`config.mk`:
```
export PLATFORM = sky130hd
export DESIGN_NAME = capture_timer_control_irq
export DESIGN_NICKNAME = d
export VERILOG_FILES = /design/src/inc/capture_timer_pkg.sv /design/src/design/capture_timer_control_irq.sv /design/src/design/snapshot_irq.sv
export SDC_FILE = /design/constraint.sdc
export NUM_CORES = 1
export LEC_CHECK = 0
export BUFFER_PORTS_ARGS = -buffer_cell sky130_fd_sc_hd__buf_4
export CORE_UTILIZATION = 55
export DETAILED_ROUTE_END_ITERATION = 8
export GPL_TIMING_DRIVEN = 0
export PLACE_DENSITY = 0.77
export SKIP_CTS_REPAIR_TIMING = 1
export SYNTH_ARGS = -nofsm -noshare
export SYNTH_HDL_FRONTEND = slang
export SYNTH_HIERARCHICAL = 1
export SYNTH_SLANG_ARGS = --single-unit
```
`constraint.sdc`:
```
create_clock -name ref_clk -period 2.2 [get_ports ref_clk]
set_clock_uncertainty 0.2 [all_clocks]
set_input_delay 0.22 -clock ref_clk [delete_from_list [all_inputs] [get_ports ref_clk]]
set_output_delay 0.22 -clock ref_clk [all_outputs]
set_load 0.01 [all_outputs]
```
`src/inc/capture_timer_pkg.sv`:
```
// Package for the capture timer control block: register map, fields, modes.
// Assumes a byte-wide register port on ref_clk and a single clock domain.
package capture_timer_pkg;

    // Register offsets (byte addresses)
    localparam logic [3:0] OFF_CONTROL_A   = 4'h0;
    localparam logic [3:0] OFF_CONTROL_B   = 4'h1;
    localparam logic [3:0] OFF_EVENT_CTRL  = 4'h4;
    localparam logic [3:0] OFF_IRQ_ENABLE  = 4'h5;
    localparam logic [3:0] OFF_IRQ_FLAGS   = 4'h6;
    localparam logic [3:0] OFF_RUN_STATE   = 4'h7;
    localparam logic [3:0] OFF_DEBUG_CTRL  = 4'h8;
    localparam logic [3:0] OFF_BYTE_BUFFER = 4'h9;
    localparam logic [3:0] OFF_COUNTER_LO  = 4'ha;
    localparam logic [3:0] OFF_COUNTER_HI  = 4'hb;
    localparam logic [3:0] OFF_COMPARE_LO  = 4'hc;
    localparam logic [3:0] OFF_COMPARE_HI  = 4'hd;

    // Field positions
    localparam int BIT_ENABLE       = 0;
    localparam int BIT_CLOCK_SOURCE_SELECT_LO    = 1;
    localparam int BIT_SYNC_COMP    = 4;
    localparam int BIT_RUN_STANDBY  = 6;
    localparam int BIT_WAVE_EN      = 4;
    localparam int BIT_INIT_LEVEL   = 5;
    localparam int BIT_ASYNC_START  = 6;
    localparam int BIT_EVENT_EN     = 0;
    localparam int BIT_EVENT_EDGE   = 4;
    localparam int BIT_SNAPSHOT     = 0;

    // Write masks of implemented bits
    localparam logic [7:0] MASK_CONTROL_A  = 8'h57;
    localparam logic [7:0] MASK_CONTROL_B  = 8'h77;
    localparam logic [7:0] MASK_EVENT_CTRL = 8'h51;
    localparam logic [7:0] MASK_ONE_BIT    = 8'h01;
    localparam logic [7:0] RESET_BYTE      = 8'h00;
    localparam logic [15:0] RESET_WORD     = 16'h0000;
    localparam logic [15:0] COUNT_BOTTOM   = 16'h0000;
    localparam logic [15:0] COUNT_STEP     = 16'h0001;

    // Clock source select codes
    typedef enum logic [1:0] {
        FULL_RATE_CLOCK      = 2'h0,
        HALF_RATE_CLOCK      = 2'h1,
        COMPANION_TIMER_CLOCK = 2'h3
    } clock_source_t;
    localparam logic [1:0] CLOCK_SOURCE_SELECT_RESERVED = 2'h2;

    // Timer mode codes
    typedef enum logic [2:0] {
        PERIODIC_MODE             = 3'h0,
        TIMEOUT_MODE              = 3'h1,
        CAPTURE_MODE              = 3'h2,
        PERIOD_MEASURE_MODE       = 3'h3,
        HIGH_TIME_MODE            = 3'h4,
        PERIOD_AND_HIGH_TIME_MODE = 3'h5,
        ONE_SHOT_MODE             = 3'h6,
        EIGHT_BIT_PULSE_MODE      = 3'h7
    } timer_mode_field_t;

    // Sleep state from the power manager
    typedef struct packed {
        logic standby;
        logic powerDown;
    } sleep_t;

    // Register bus request
    typedef struct packed {
        logic [3:0] addr;
        logic [7:0] wdata;
        logic       wr;
        logic       rd;
    } bus_req_t;

    // Capture modes allow clear-on-read of the snapshot flag
    function automatic logic is_capture_mode(input logic [2:0] m);
        return (m >= CAPTURE_MODE) && (m <= PERIOD_AND_HIGH_TIME_MODE);
    endfunction : is_capture_mode

endpackage : capture_timer_pkg
```
`src/design/capture_timer_control_irq.sv`:
```
// Control, interrupt and sleep logic of a 16-bit capture/compare timer.
// Assumes a byte register port on ref_clk, companion inputs already synchronous.
`timescale 1ns/10ps
module capture_timer_control_irq
    import capture_timer_pkg::*;
(
    // Clock and reset
    input  wire logic       ref_clk,
    input  wire logic       rst,
    // Register port
    input  wire logic [3:0] regAddr,
    input  wire logic [7:0] regWdata,
    input  wire logic       regWr,
    input  wire logic       regRd,
    output logic      [7:0] regRdata,
    // Sleep state
    input  wire logic       sleepStandby,
    input  wire logic       sleepPowerDown,
    // Companion timer
    input  wire logic       companionTick,
    input  wire logic       companionRestart,
    // Event input (asynchronous pin domain)
    input  wire logic       eventIn,
    // Port pin
    input  wire logic       portOutValue,
    output logic            pinOut,
    // Interrupt and event out
    output logic            irq,
    output logic            snapshotEvent
);

    ////////////////////////////////////////////////////////////////////////////
    // Registers
    logic [7:0]  controlA_reg;       // Enable, clock select, sync, standby
    logic [7:0]  controlB_reg;       // Mode, output options
    logic [7:0]  eventControl_reg;   // Event enable and edge
    logic [7:0]  irqEnable_reg;      // Snapshot interrupt enable
    logic [7:0]  debugControl_reg;   // Kept for software only
    logic [7:0]  byteBuffer_reg;     // High byte staging
    logic [15:0] counter_reg;        // Counter value
    logic [15:0] compare_reg;        // Top or captured value
    logic [7:0]  regRdata_reg;       // Read data, one cycle later
    logic        halfPhase_reg;      // Half-rate toggle
    logic        running_reg;        // Counter active
    logic        waveform_reg;       // Waveform level
    logic        evSync1_reg;        // Event synchroniser stage 1
    logic        evSync2_reg;        // Event synchroniser stage 2
    logic        evPrev_reg;         // Previous synced event level
    logic        asyncHit_reg;       // Event seen, output raised early

    logic        flag;
    logic        tick;
    logic        active;
    logic        topHit;
    logic        evRise;
    logic        evFall;
    logic        evActive;
    logic        startEvent;
    logic        captureEvent;
    logic        flagSet;
    logic        flagClear;
    logic        outLevel;
    logic [2:0]  mode;
    logic [1:0]  clock_source_select;

    assign mode   = controlB_reg[2:0];
    assign clock_source_select = controlA_reg[BIT_CLOCK_SOURCE_SELECT_LO +: 2];

    ////////////////////////////////////////////////////////////////////////////
    // Sleep gating
    // Companion clock ignores run-in-standby; power-down always wins
    always_comb begin
        active = controlA_reg[BIT_ENABLE];
        if (sleepPowerDown) begin
            active = 1'b0;
        end else if (sleepStandby) begin
            if (clock_source_select == COMPANION_TIMER_CLOCK) begin
                active = 1'b0;
            end else if (!controlA_reg[BIT_RUN_STANDBY]) begin
                active = 1'b0;
            end
        end
    end

    ////////////////////////////////////////////////////////////////////////////
    // Clock source
    // Half rate toggles every cycle while active
    always_ff @(posedge ref_clk) begin
        if (rst) begin
            halfPhase_reg <= 1'b0;
        end else if (active) begin
            halfPhase_reg <= ~halfPhase_reg;
        end
    end

    // Reserved select code stops counting
    always_comb begin
        unique case (clock_source_select)
            FULL_RATE_CLOCK:       tick = active;
            HALF_RATE_CLOCK:       tick = active & halfPhase_reg;
            COMPANION_TIMER_CLOCK: tick = active & companionTick;
            default:               tick = 1'b0;
        endcase
    end

    ////////////////////////////////////////////////////////////////////////////
    // Event input synchroniser and edges
    always_ff @(posedge ref_clk) begin
        if (rst) begin
            evSync1_reg <= 1'b0;
            evSync2_reg <= 1'b0;
            evPrev_reg  <= 1'b0;
        end else begin
            evSync1_reg <= eventIn;
            evSync2_reg <= evSync1_reg;
            evPrev_reg  <= evSync2_reg;
        end
    end

    assign evRise   = evSync2_reg & ~evPrev_reg;
    assign evFall   = ~evSync2_reg & evPrev_reg;
    // Edge polarity picked by the edge bit
    assign evActive = eventControl_reg[BIT_EVENT_EN] &
                      (eventControl_reg[BIT_EVENT_EDGE] ? evFall : evRise);
    assign startEvent   = (mode == ONE_SHOT_MODE) && eventControl_reg[BIT_EVENT_EN] &&
                          (evRise || (eventControl_reg[BIT_EVENT_EDGE] && evFall));
    assign captureEvent = is_capture_mode(mode) && evActive && active;

    ////////////////////////////////////////////////////////////////////////////
    // Counter
    assign topHit = tick && (counter_reg == compare_reg) &&
                    ((mode == PERIODIC_MODE) || (mode == TIMEOUT_MODE) || (mode == ONE_SHOT_MODE));

    // One-shot runs from event to top; other modes run while enabled
    always_ff @(posedge ref_clk) begin
        if (rst) begin
            running_reg <= 1'b0;
        end else if (!controlA_reg[BIT_ENABLE]) begin
            running_reg <= 1'b0;
        end else if (mode != ONE_SHOT_MODE) begin
            running_reg <= 1'b1;
        end else if (startEvent) begin
            running_reg <= 1'b1;
        end else if (topHit) begin
            running_reg <= 1'b0;
        end
    end

    // Counter update, including software byte writes
    always_ff @(posedge ref_clk) begin
        if (rst) begin
            counter_reg <= RESET_WORD;
        end else if (regWr && regAddr == OFF_COUNTER_HI) begin
            counter_reg <= {regWdata, byteBuffer_reg};
        end else if (controlA_reg[BIT_SYNC_COMP] && companionRestart && active) begin
            counter_reg <= COUNT_BOTTOM;
        end else if (captureEvent && mode != CAPTURE_MODE) begin
            counter_reg <= COUNT_BOTTOM;
        end else if (topHit) begin
            counter_reg <= COUNT_BOTTOM;
        end else if (tick && running_reg) begin
            counter_reg <= counter_reg + COUNT_STEP;
        end
    end

    // Compare register: software top or captured count
    always_ff @(posedge ref_clk) begin
        if (rst) begin
            compare_reg <= RESET_WORD;
        end else if (regWr && regAddr == OFF_COMPARE_HI) begin
            compare_reg <= {regWdata, byteBuffer_reg};
        end else if (captureEvent) begin
            compare_reg <= counter_reg;
        end
    end

    ////////////////////////////////////////////////////////////////////////////
    // Waveform output
    // Async start raises output at the event, before the synchroniser
    always_ff @(posedge ref_clk) begin
        if (rst) begin
            asyncHit_reg <= 1'b0;
        end else if (running_reg || !controlA_reg[BIT_ENABLE]) begin
            asyncHit_reg <= 1'b0;
        end else if (eventIn && eventControl_reg[BIT_EVENT_EN]) begin
            asyncHit_reg <= 1'b1;
        end
    end

    always_ff @(posedge ref_clk) begin
        if (rst) begin
            waveform_reg <= 1'b0;
        end else if (!controlA_reg[BIT_ENABLE] && mode != ONE_SHOT_MODE && mode != EIGHT_BIT_PULSE_MODE) begin
            waveform_reg <= controlB_reg[BIT_INIT_LEVEL];
        end else if (mode == ONE_SHOT_MODE) begin
            waveform_reg <= running_reg;
        end else if (mode == EIGHT_BIT_PULSE_MODE) begin
            waveform_reg <= (counter_reg[7:0] < compare_reg[15:8]);
        end
    end

    // Async path lets the raw event drive the pin combinationally
    always_comb begin
        outLevel = waveform_reg;
        if (mode == ONE_SHOT_MODE && controlB_reg[BIT_ASYNC_START] &&
            controlA_reg[BIT_ENABLE] && eventControl_reg[BIT_EVENT_EN] &&
            (eventIn || asyncHit_reg)) begin
            outLevel = 1'b1;
        end
    end

    // Pin direction is the port's business; we only pick the value
    assign pinOut = controlB_reg[BIT_WAVE_EN] ? outLevel : portOutValue;

    ////////////////////////////////////////////////////////////////////////////
    // Interrupt
    assign flagSet   = topHit | captureEvent;
    assign flagClear = (regWr && regAddr == OFF_IRQ_FLAGS && regWdata[BIT_SNAPSHOT]) ||
                       (regRd && regAddr == OFF_COMPARE_LO && is_capture_mode(mode));

    snapshot_irq uIrq (
        .ref_clk    (ref_clk),
        .rst        (rst),
        .setEvent   (flagSet),
        .clearEvent (flagClear),
        .enable     (irqEnable_reg[BIT_SNAPSHOT]),
        .flag       (flag),
        .irq        (irq)
    );

    assign snapshotEvent = flagSet;

    ////////////////////////////////////////////////////////////////////////////
    // Register writes
    always_ff @(posedge ref_clk) begin
        if (rst) begin
            controlA_reg     <= RESET_BYTE;
            controlB_reg     <= RESET_BYTE;
            eventControl_reg <= RESET_BYTE;
            irqEnable_reg    <= RESET_BYTE;
            debugControl_reg <= RESET_BYTE;
        end else if (regWr) begin
            unique case (regAddr)
                OFF_CONTROL_A:  controlA_reg     <= regWdata & MASK_CONTROL_A;
                OFF_CONTROL_B:  controlB_reg     <= regWdata & MASK_CONTROL_B;
                OFF_EVENT_CTRL: eventControl_reg <= regWdata & MASK_EVENT_CTRL;
                OFF_IRQ_ENABLE: irqEnable_reg    <= regWdata & MASK_ONE_BIT;
                OFF_DEBUG_CTRL: debugControl_reg <= regWdata & MASK_ONE_BIT;
                default: ;
            endcase
        end
    end

    // Byte buffer: low write stages, low read latches the high half
    always_ff @(posedge ref_clk) begin
        if (rst) begin
            byteBuffer_reg <= RESET_BYTE;
        end else if (regWr && (regAddr == OFF_COUNTER_LO || regAddr == OFF_COMPARE_LO ||
                               regAddr == OFF_BYTE_BUFFER)) begin
            byteBuffer_reg <= regWdata;
        end else if (regRd && regAddr == OFF_COUNTER_LO) begin
            byteBuffer_reg <= counter_reg[15:8];
        end else if (regRd && regAddr == OFF_COMPARE_LO) begin
            byteBuffer_reg <= compare_reg[15:8];
        end
    end

    ////////////////////////////////////////////////////////////////////////////
    // Register reads; unmapped offsets read zero
    always_ff @(posedge ref_clk) begin
        if (rst) begin
            regRdata_reg <= RESET_BYTE;
        end else if (regRd) begin
            unique case (regAddr)
                OFF_CONTROL_A:   regRdata_reg <= controlA_reg;
                OFF_CONTROL_B:   regRdata_reg <= controlB_reg;
                OFF_EVENT_CTRL:  regRdata_reg <= eventControl_reg;
                OFF_IRQ_ENABLE:  regRdata_reg <= irqEnable_reg;
                OFF_IRQ_FLAGS:   regRdata_reg <= {7'h00, flag};
                OFF_RUN_STATE:   regRdata_reg <= {7'h00, running_reg};
                OFF_DEBUG_CTRL:  regRdata_reg <= debugControl_reg;
                OFF_BYTE_BUFFER: regRdata_reg <= byteBuffer_reg;
                OFF_COUNTER_LO:  regRdata_reg <= counter_reg[7:0];
                OFF_COUNTER_HI:  regRdata_reg <= byteBuffer_reg;
                OFF_COMPARE_LO:  regRdata_reg <= compare_reg[7:0];
                OFF_COMPARE_HI:  regRdata_reg <= byteBuffer_reg;
                default:         regRdata_reg <= RESET_BYTE;
            endcase
        end else begin
            regRdata_reg <= RESET_BYTE;
        end
    end

    assign regRdata = regRdata_reg;

endmodule : capture_timer_control_irq

```
`src/design/snapshot_irq.sv`:
```
// Snapshot interrupt flag with enable and level request.
// Assumes set and clear inputs come from logic on ref_clk.
`timescale 1ns/10ps
module snapshot_irq
    import capture_timer_pkg::*;
(
    // Clock and reset
    input  wire logic ref_clk,
    input  wire logic rst,
    // Events
    input  wire logic setEvent,
    input  wire logic clearEvent,
    input  wire logic enable,
    // Results
    output logic      flag,
    output logic      irq
);
    logic flag_reg;    // Sticky snapshot flag

    // Flag set regardless of enable; set beats clear
    always_ff @(posedge ref_clk) begin
        if (rst) begin
            flag_reg <= 1'b0;
        end else if (setEvent) begin
            flag_reg <= 1'b1;
        end else if (clearEvent) begin
            flag_reg <= 1'b0;
        end
    end

    assign flag = flag_reg;
    // Request held while flag and enable both set
    assign irq  = flag_reg & enable;
endmodule : snapshot_irq

```
## After elaboration in Yosys (flattened, before gate mapping)

Index checks and enable logic that the tools add are counted.

| word-level totals | value |
|---|---|
| input port bits | 22 |
| register bits | 72 |
| logic and storage cells | 134 |
| output and inout bits | 11 |

| operators by class | value |
|---|---|
| bitwise logic cells | 12 |
| mux-type cells | 27 |
| order comparisons | 3 |
| $add $sub $neg | 1 |
| equal/unequal tests | 20 |
| reduce and logical (&&, ||, !) cells | 54 |

Operators with widths:

| operator | count |
|---|---|
| 16-bit two-way mux | 7 |
| 8-bit one-hot mux with 10 select lines | 1 |
| 1-bit logical AND | 27 |
| 4-bit == test, second input constant | 6 |
| 8-bit two-way mux | 3 |
| 16-bit by 1-bit adder with 16-bit output, second input constant | 1 |
| 16-bit == test | 1 |
| 4-bit by 3-bit == test with 1-bit output, second input constant | 4 |
| 1-bit two-way mux | 15 |
| 2-bit AND reduction | 5 |
| 3-bit nonzero test | 3 |
| 1-bit logical OR | 8 |
| 8-bit < comparator | 1 |
| 1-bit bitwise AND | 6 |
| 3-bit == test, second input constant | 2 |
| 3-bit inequality test, second input constant | 2 |
| 2-bit OR reduction | 3 |
| 1-bit NOT | 5 |
| 5-bit nonzero test | 1 |
| 4-bit by 1-bit == test with 1-bit output, second input constant | 1 |
| 4-bit logical NOT | 1 |
| 2-bit nonzero test | 2 |
| 3-bit by 1-bit == test with 1-bit output, second input constant | 1 |
| 3-bit by 2-bit >= comparator with 1-bit output, second input constant | 1 |
| 10 further kinds | 10 |

## Longest topological paths before layout

| depth | value |
|---|---|
| depth in word-level cells | 12 |
| gate-level depth with buffers | 10 |
| depth with buffers taken out | 7 |

## By module

Netlist, hierarchy kept.

Modules (own cells, without submodules):

| module | times used | sequential area each (µm²) | cells each | area each (µm²) |
|---|---|---|---|---|
| capture_timer_control_irq | 1 | 1421.4 | 514 | 4281.6 |
| snapshot_irq | 1 | 20.0 | 5 | 45.0 |

## Worst setup path before layout

No wires, ideal clock.

| path | value |
|---|---|
| kind | register to register |
| start | register controlA_reg[6] |
| end | register uIrq.flag_reg, in the netlist uIrq/flag |
| buffers on the path | 2 |
| setup time | 0.066 ns |
| period minus slack after synthesis | 2.377 ns |
| arrival time | 2.111 ns |
| setup slack | -0.177 ns |
| required time | 1.934 ns |
| cell stages (with the launch flop) | 10 |
| cells stage by stage | dfxtp_1 a21bo_1 a211oi_4 nand2_2 or4_1 buf_6 buf_8 or2b_1 inv_1 a21oi_2 |

| between the ends | value |
|---|---|
| cells in the longest elaborated chain, start to end | 10 |
| elaborated cells between the ends (all ways) | 13 |
| classes of those cells | 6 x mux; 3 x bitwise; 4 x reduce/logical |

RTL lines:

| what | line | source |
|---|---|---|
| from (decl) | capture_timer_control_irq.sv:34 | `logic [7:0] controlA_reg;` |
| from (signal assigned) | capture_timer_control_irq.sv:244 | `OFF_CONTROL_A: controlA_reg <= regWdata & MASK_CONTROL_A;` |
| 1-bit two-way mux * | capture_timer_control_irq.sv:79 | `end else if (!controlA_reg[BIT_RUN_STANDBY]) begin` |
| 1-bit two-way mux * | capture_timer_control_irq.sv:77 | `if (clock_source_select == COMPANION_TIMER_CLOCK) begin` |
| 1-bit two-way mux * | capture_timer_control_irq.sv:76 | `end else if (sleepStandby) begin` |
| 1-bit two-way mux * | capture_timer_control_irq.sv:74 | `if (sleepPowerDown) begin` |
| 1-bit bitwise AND (on tied branches) | capture_timer_control_irq.sv:101, capture_timer_control_irq.sv:100 |  |
| 1-bit one-hot mux with 3 select lines | capture_timer_control_irq.sv:98 | `unique case (clock_source_select)` |
| 1-bit logical AND (2 in series) | capture_timer_control_irq.sv:131 | `assign topHit = tick && (counter_reg == compare_reg) &&` |
| 1-bit OR * | capture_timer_control_irq.sv:217 | `assign flagSet = topHit \| captureEvent;` |
| via snapshotEvent | capture_timer_control_irq.sv:29 | `output logic snapshotEvent` |
| 1-bit two-way mux or 2-bit nonzero test (tied branches) | - |  |
| to (signal assigned) | snapshot_irq.sv:23 | `flag_reg <= 1'b0;` |
| to (signal assigned) | snapshot_irq.sv:25 | `flag_reg <= 1'b1;` |
| to (signal assigned) | snapshot_irq.sv:27 | `flag_reg <= 1'b0;` |
| to (decl) | snapshot_irq.sv:18 | `logic flag_reg;` |

The timed path passes the listed nets; every way through them passes the cells marked *.
A chain may end at the register's enable or synchronous reset.

## Worst setup path after layout

| path | value |
|---|---|
| start | register counter_reg[15] |
| end | output snapshotEvent |

| between the ends | value |
|---|---|
| cells in the longest elaborated chain, start to end | 4 |

RTL lines:

| what | line | source |
|---|---|---|
| from (decl) | capture_timer_control_irq.sv:40 | `logic [15:0] counter_reg;` |
| from (signal assigned) | capture_timer_control_irq.sv:154 | `counter_reg <= {regWdata, byteBuffer_reg};` |
| from (signal assigned) | capture_timer_control_irq.sv:162 | `counter_reg <= counter_reg + COUNT_STEP;` |
| 16-bit == test | capture_timer_control_irq.sv:131 |  |
| 1-bit logical AND (2 in series) | capture_timer_control_irq.sv:131 |  |
| 1-bit OR | capture_timer_control_irq.sv:217 |  |
| to (decl) | capture_timer_control_irq.sv:29 |  |

No other way between the ends.

==> summary.md <==
| Metric | Value |
|---|---|
| Placed Area | `4670 um^2` |
| Failing checks | `negative hold slack, negative setup slack` |
| CP Buf/Inv Count | `3` |
| Clock Latency Late Sink | `0.37 ns` |
| CP endpoint kind | `output pin` |
| H-tree Lvls | `3` |
| CP Data Required Time | `1.78 ns` |
| Largest fanout on the critical path | `6` |
| Most frequent cells in the layout | `69 x nor2_1, 65 x dfxtp_1, 51 x mux2i_1` |
| Fill cells | `~600` |
| Pre-antenna DRT Iters | `6` |
| Crit path kind | `reg2out` |
| Critical R2R Launch | `counter_reg[15]$_SDFFE_PP0P_` |
| Initial detailed-routing violation count | `around 500` |
| FF-to-FF path depth | `8` |
| Starting Density | `58.4%` |
| Vias/cell | `6.46` |
| Die Ht | `~91 um` |
| Met2 Use GR | `around 50%` |
| Synth warnings | `6` |
| # diodes | `0` |
| Fin. max-slew vios | `0` |
| Final HPWL DP | `between 9 and 10 mm` |
| Layer with the highest usage | `met2` |
| GR Util All Layers | `between 30% and 40%` |
| Setup slack, reg-to-reg | `-0.60 ns` |
| Final ANT Viol Nets | `0` |
| CP max-delay cell | `or4_4` |
| Final hold vios | `5` |
| Hold crit path type | `in2reg` |
| Crit path arrival time | `~2.6 ns` |
| DRC Markers | `0` |
| Setup TNS | `-10.52 ns` |
| # IOs | `33` |
| VDD IR-drop max | `about 0.35 mV` |
| Mapped Area | `4330 um^2` |
| Avg Inst Size Synth | `between 8 and 9 um^2` |
| Area leader, netlist | `dfxtp_1` |
| Hold Crit Depth | `3` |
| Fin crit share | `136%` |
| Initial antenna violation count | `0` |
| Main flop type after synthesis | `dfxtp_1` |
| Tmin final | `between 2 and 3 ns` |
| Clock root cell | `clkbuf_8` |
| Syn_nets | `about 550` |
| Core area | `7410 um^2` |
| Cell leakage power | `between 2 and 2.5 nW` |
| CP startpoint kind | `flip-flop` |
| Placer congestion estimate | `0.945` |
| FF+latch count, synth | `about 70` |
| WL/cell | `roughly 20 um` |
| First-pass GRT wire length | `between 20 and 25 mm` |
| WP depth | `8` |
| WHS Endpoint | `controlA_reg[2]$_SDFFE_PP0P_` |
| DP Worst Slack | `-0.586 ns` |
| Worst-path clk slew | `~0.080 ns` |
| Grt met1 use | `between 40% and 50%` |
| Site Rows | `31` |
| Area share of the largest cell type after synthesis | `between 30% and 40%` |
| Post-layout instance area | `between 5000 and 6000 um^2` |
| Grt total ovfl | `0` |
| EDFF count, synth | `0` |
| Final setup viols | `31` |
| Die W | `roughly 91 um` |
| Synth-to-Final Area Change | `22.0%` |
| Max clock buf depth | `2` |
| Family with the most delay on the worst path | `simple AND/OR/NAND/NOR gates` |
| Vias in the first global route | `around 4,000` |
| # Max-Cap Violations | `0` |
| Vias post-DR | `4,460` |
| Worst Max-Slew Pin Slew | `1.41 ns` |
| Largest net degree at the start of global routing | `15` |
| Fmax | `about 330 MHz` |
| PnR Total Power | `around 2.9 mW` |
| FF-to-FF End | `counter_reg[8]$_SDFFE_PP0P_` |
| Ratio of cells with drive above 1 in the final layout | `between 10% and 20%` |
| Hold Startpoint | `regWdata[2]` |
| Synth area leaders | `dfxtp_1 33%, mux2i_1 12%, nor2_1 6.1%, a211oi_1 4.3%, xor2_1 2.8%` |
| Sequential cell area fraction in the yosys report | `33.3%` |
| Setup ws final | `-0.796 ns` |
| Nets | `approximately 620` |
| Post-synth ARST share | `0%` |
| Hold Slack | `-0.0104 ns` |
| Distinct cells, synth | `63` |
| Post-Syn Instances | `roughly 520` |
| Unrepaired setup endpoints after global routing | `yes` |
| CTS Buf Count | `9` |
| Cell Chain, Critical Path | `xor2_1 > nor4_1 > nand3_1 > or4_4 > buf_6 > buf_8 > or2b_1 > buf_6` |
| CTS tree | `done` |
| Critical Path Max Stage Delay | `0.56 ns` |
| Pwr dens | `543 nW/um^2` |
| Cell repeated most along the worst path | `buf_6` |
| TritonCTS Sinks | `just over 70` |
| Outcome | `complete, but fails checks` |
| M3 GR Usage | `5.56%` |
| Most common cell after layout, fill and taps aside | `nor2_1` |
| Max-slew headroom | `5.71%` |
| Die Footprint | `approximately 8200 um^2` |
| Post-Route WL | `between 10 and 15 mm` |
| Port bufs | `28` |
==> report_power, final <==
part	total [mW]	internal [mW]	leakage (nW)	switching, mW
sequential	1.36	1.33	0.586	0.0319
combinational	0.284	0.115	1.41	0.169
clock	1.23	0.652	0.108	0.573
total	2.87	2.09	2.11	0.774
==> metal layers <==
layer  share of wire (%)  wire, um
met4                 2.8       397
met5                   0         0
met1                  42      5900
met3                  11      1510
met2                  44      6180
==> through the flow <==
| stage | std cells | hold WS [ns] | util [%] |
|---|---|---|---|
| after floorplan | 519 | 0.0824 | - |
| after global placement | 646 | 0.228 | 63.1 |
| after detailed placement | 646 | 0.231 | 63.1 |
| after CTS | 662 | -0.102 | 66.2 |
| after global routing | 690 | 0.00487 | 71.2 |
| final | 690 | -0.0104 | 71.2 |
==> how the worst max path moves through the flow <==
stage | from | end
final | counter_reg[15]$_SDFFE_PP0P_ | snapshotEvent
after global routing | counter_reg[8]$_SDFFE_PP0P_ | snapshotEvent
after CTS | counter_reg[5]$_SDFFE_PP0P_ | snapshotEvent
after global placement | counter_reg[5]$_SDFFE_PP0P_ | snapshotEvent
after floorplan | counter_reg[8]$_SDFFE_PP0P_ | uIrq/flag$_SDFFE_PP0P_
after detailed placement | counter_reg[5]$_SDFFE_PP0P_ | snapshotEvent
==> cell families after synthesis <==
| logic type | share of synthesized area [%] |
|---|---|
| AND/OR/NAND/NOR | 19.7 |
| AO/OA/AOI/OAI | 22.1 |
| flip-flops | 33.3 |
| buffers and inverters | 6.48 |
| multiplexers | 12.3 |
| XOR/XNOR | 3.85 |
| adder cells (fa/ha/maj) | 2.31 |
==> cells in the mapped netlist (5+ instances only) <==
library cell	number
ha_1	8
dfxtp_1	72
nand4_1	7
nor3b_1	5
and2_1	5
inv_1	23
xor2_1	14
xnor2_1	5
a221oi_1	6
a211oi_1	25
nor2b_1	12
buf_2	7
clkbuf_1	25
mux2i_1	53
nand2_1	21
nand3_1	16
nor3_1	12
o21ai_0	23
a21oi_1	18
a22oi_1	7
nor2_1	70
a22o_1	9
a32oi_1	12
==> tightest hold or removal path, cell delays in order <==
cell     delay (ns)
buf_4          0.14
mux2i_1        0.08
nor2_1         0.07
==> area by class of cell <==
cell class	instances	area [um^2]	area share, %
clock inverters	7	104	1.97
flip-flops and latches	72	1450	27.5
multi-input cells	384	2680	50.7
inverters	23	86.3	1.64
plain buffers	39	230	4.36
repair buffers	57	484	9.17
well taps	99	124	2.35
clock buffers	9	124	2.35
Note: power is estimated with default switching activity, not from simulation.
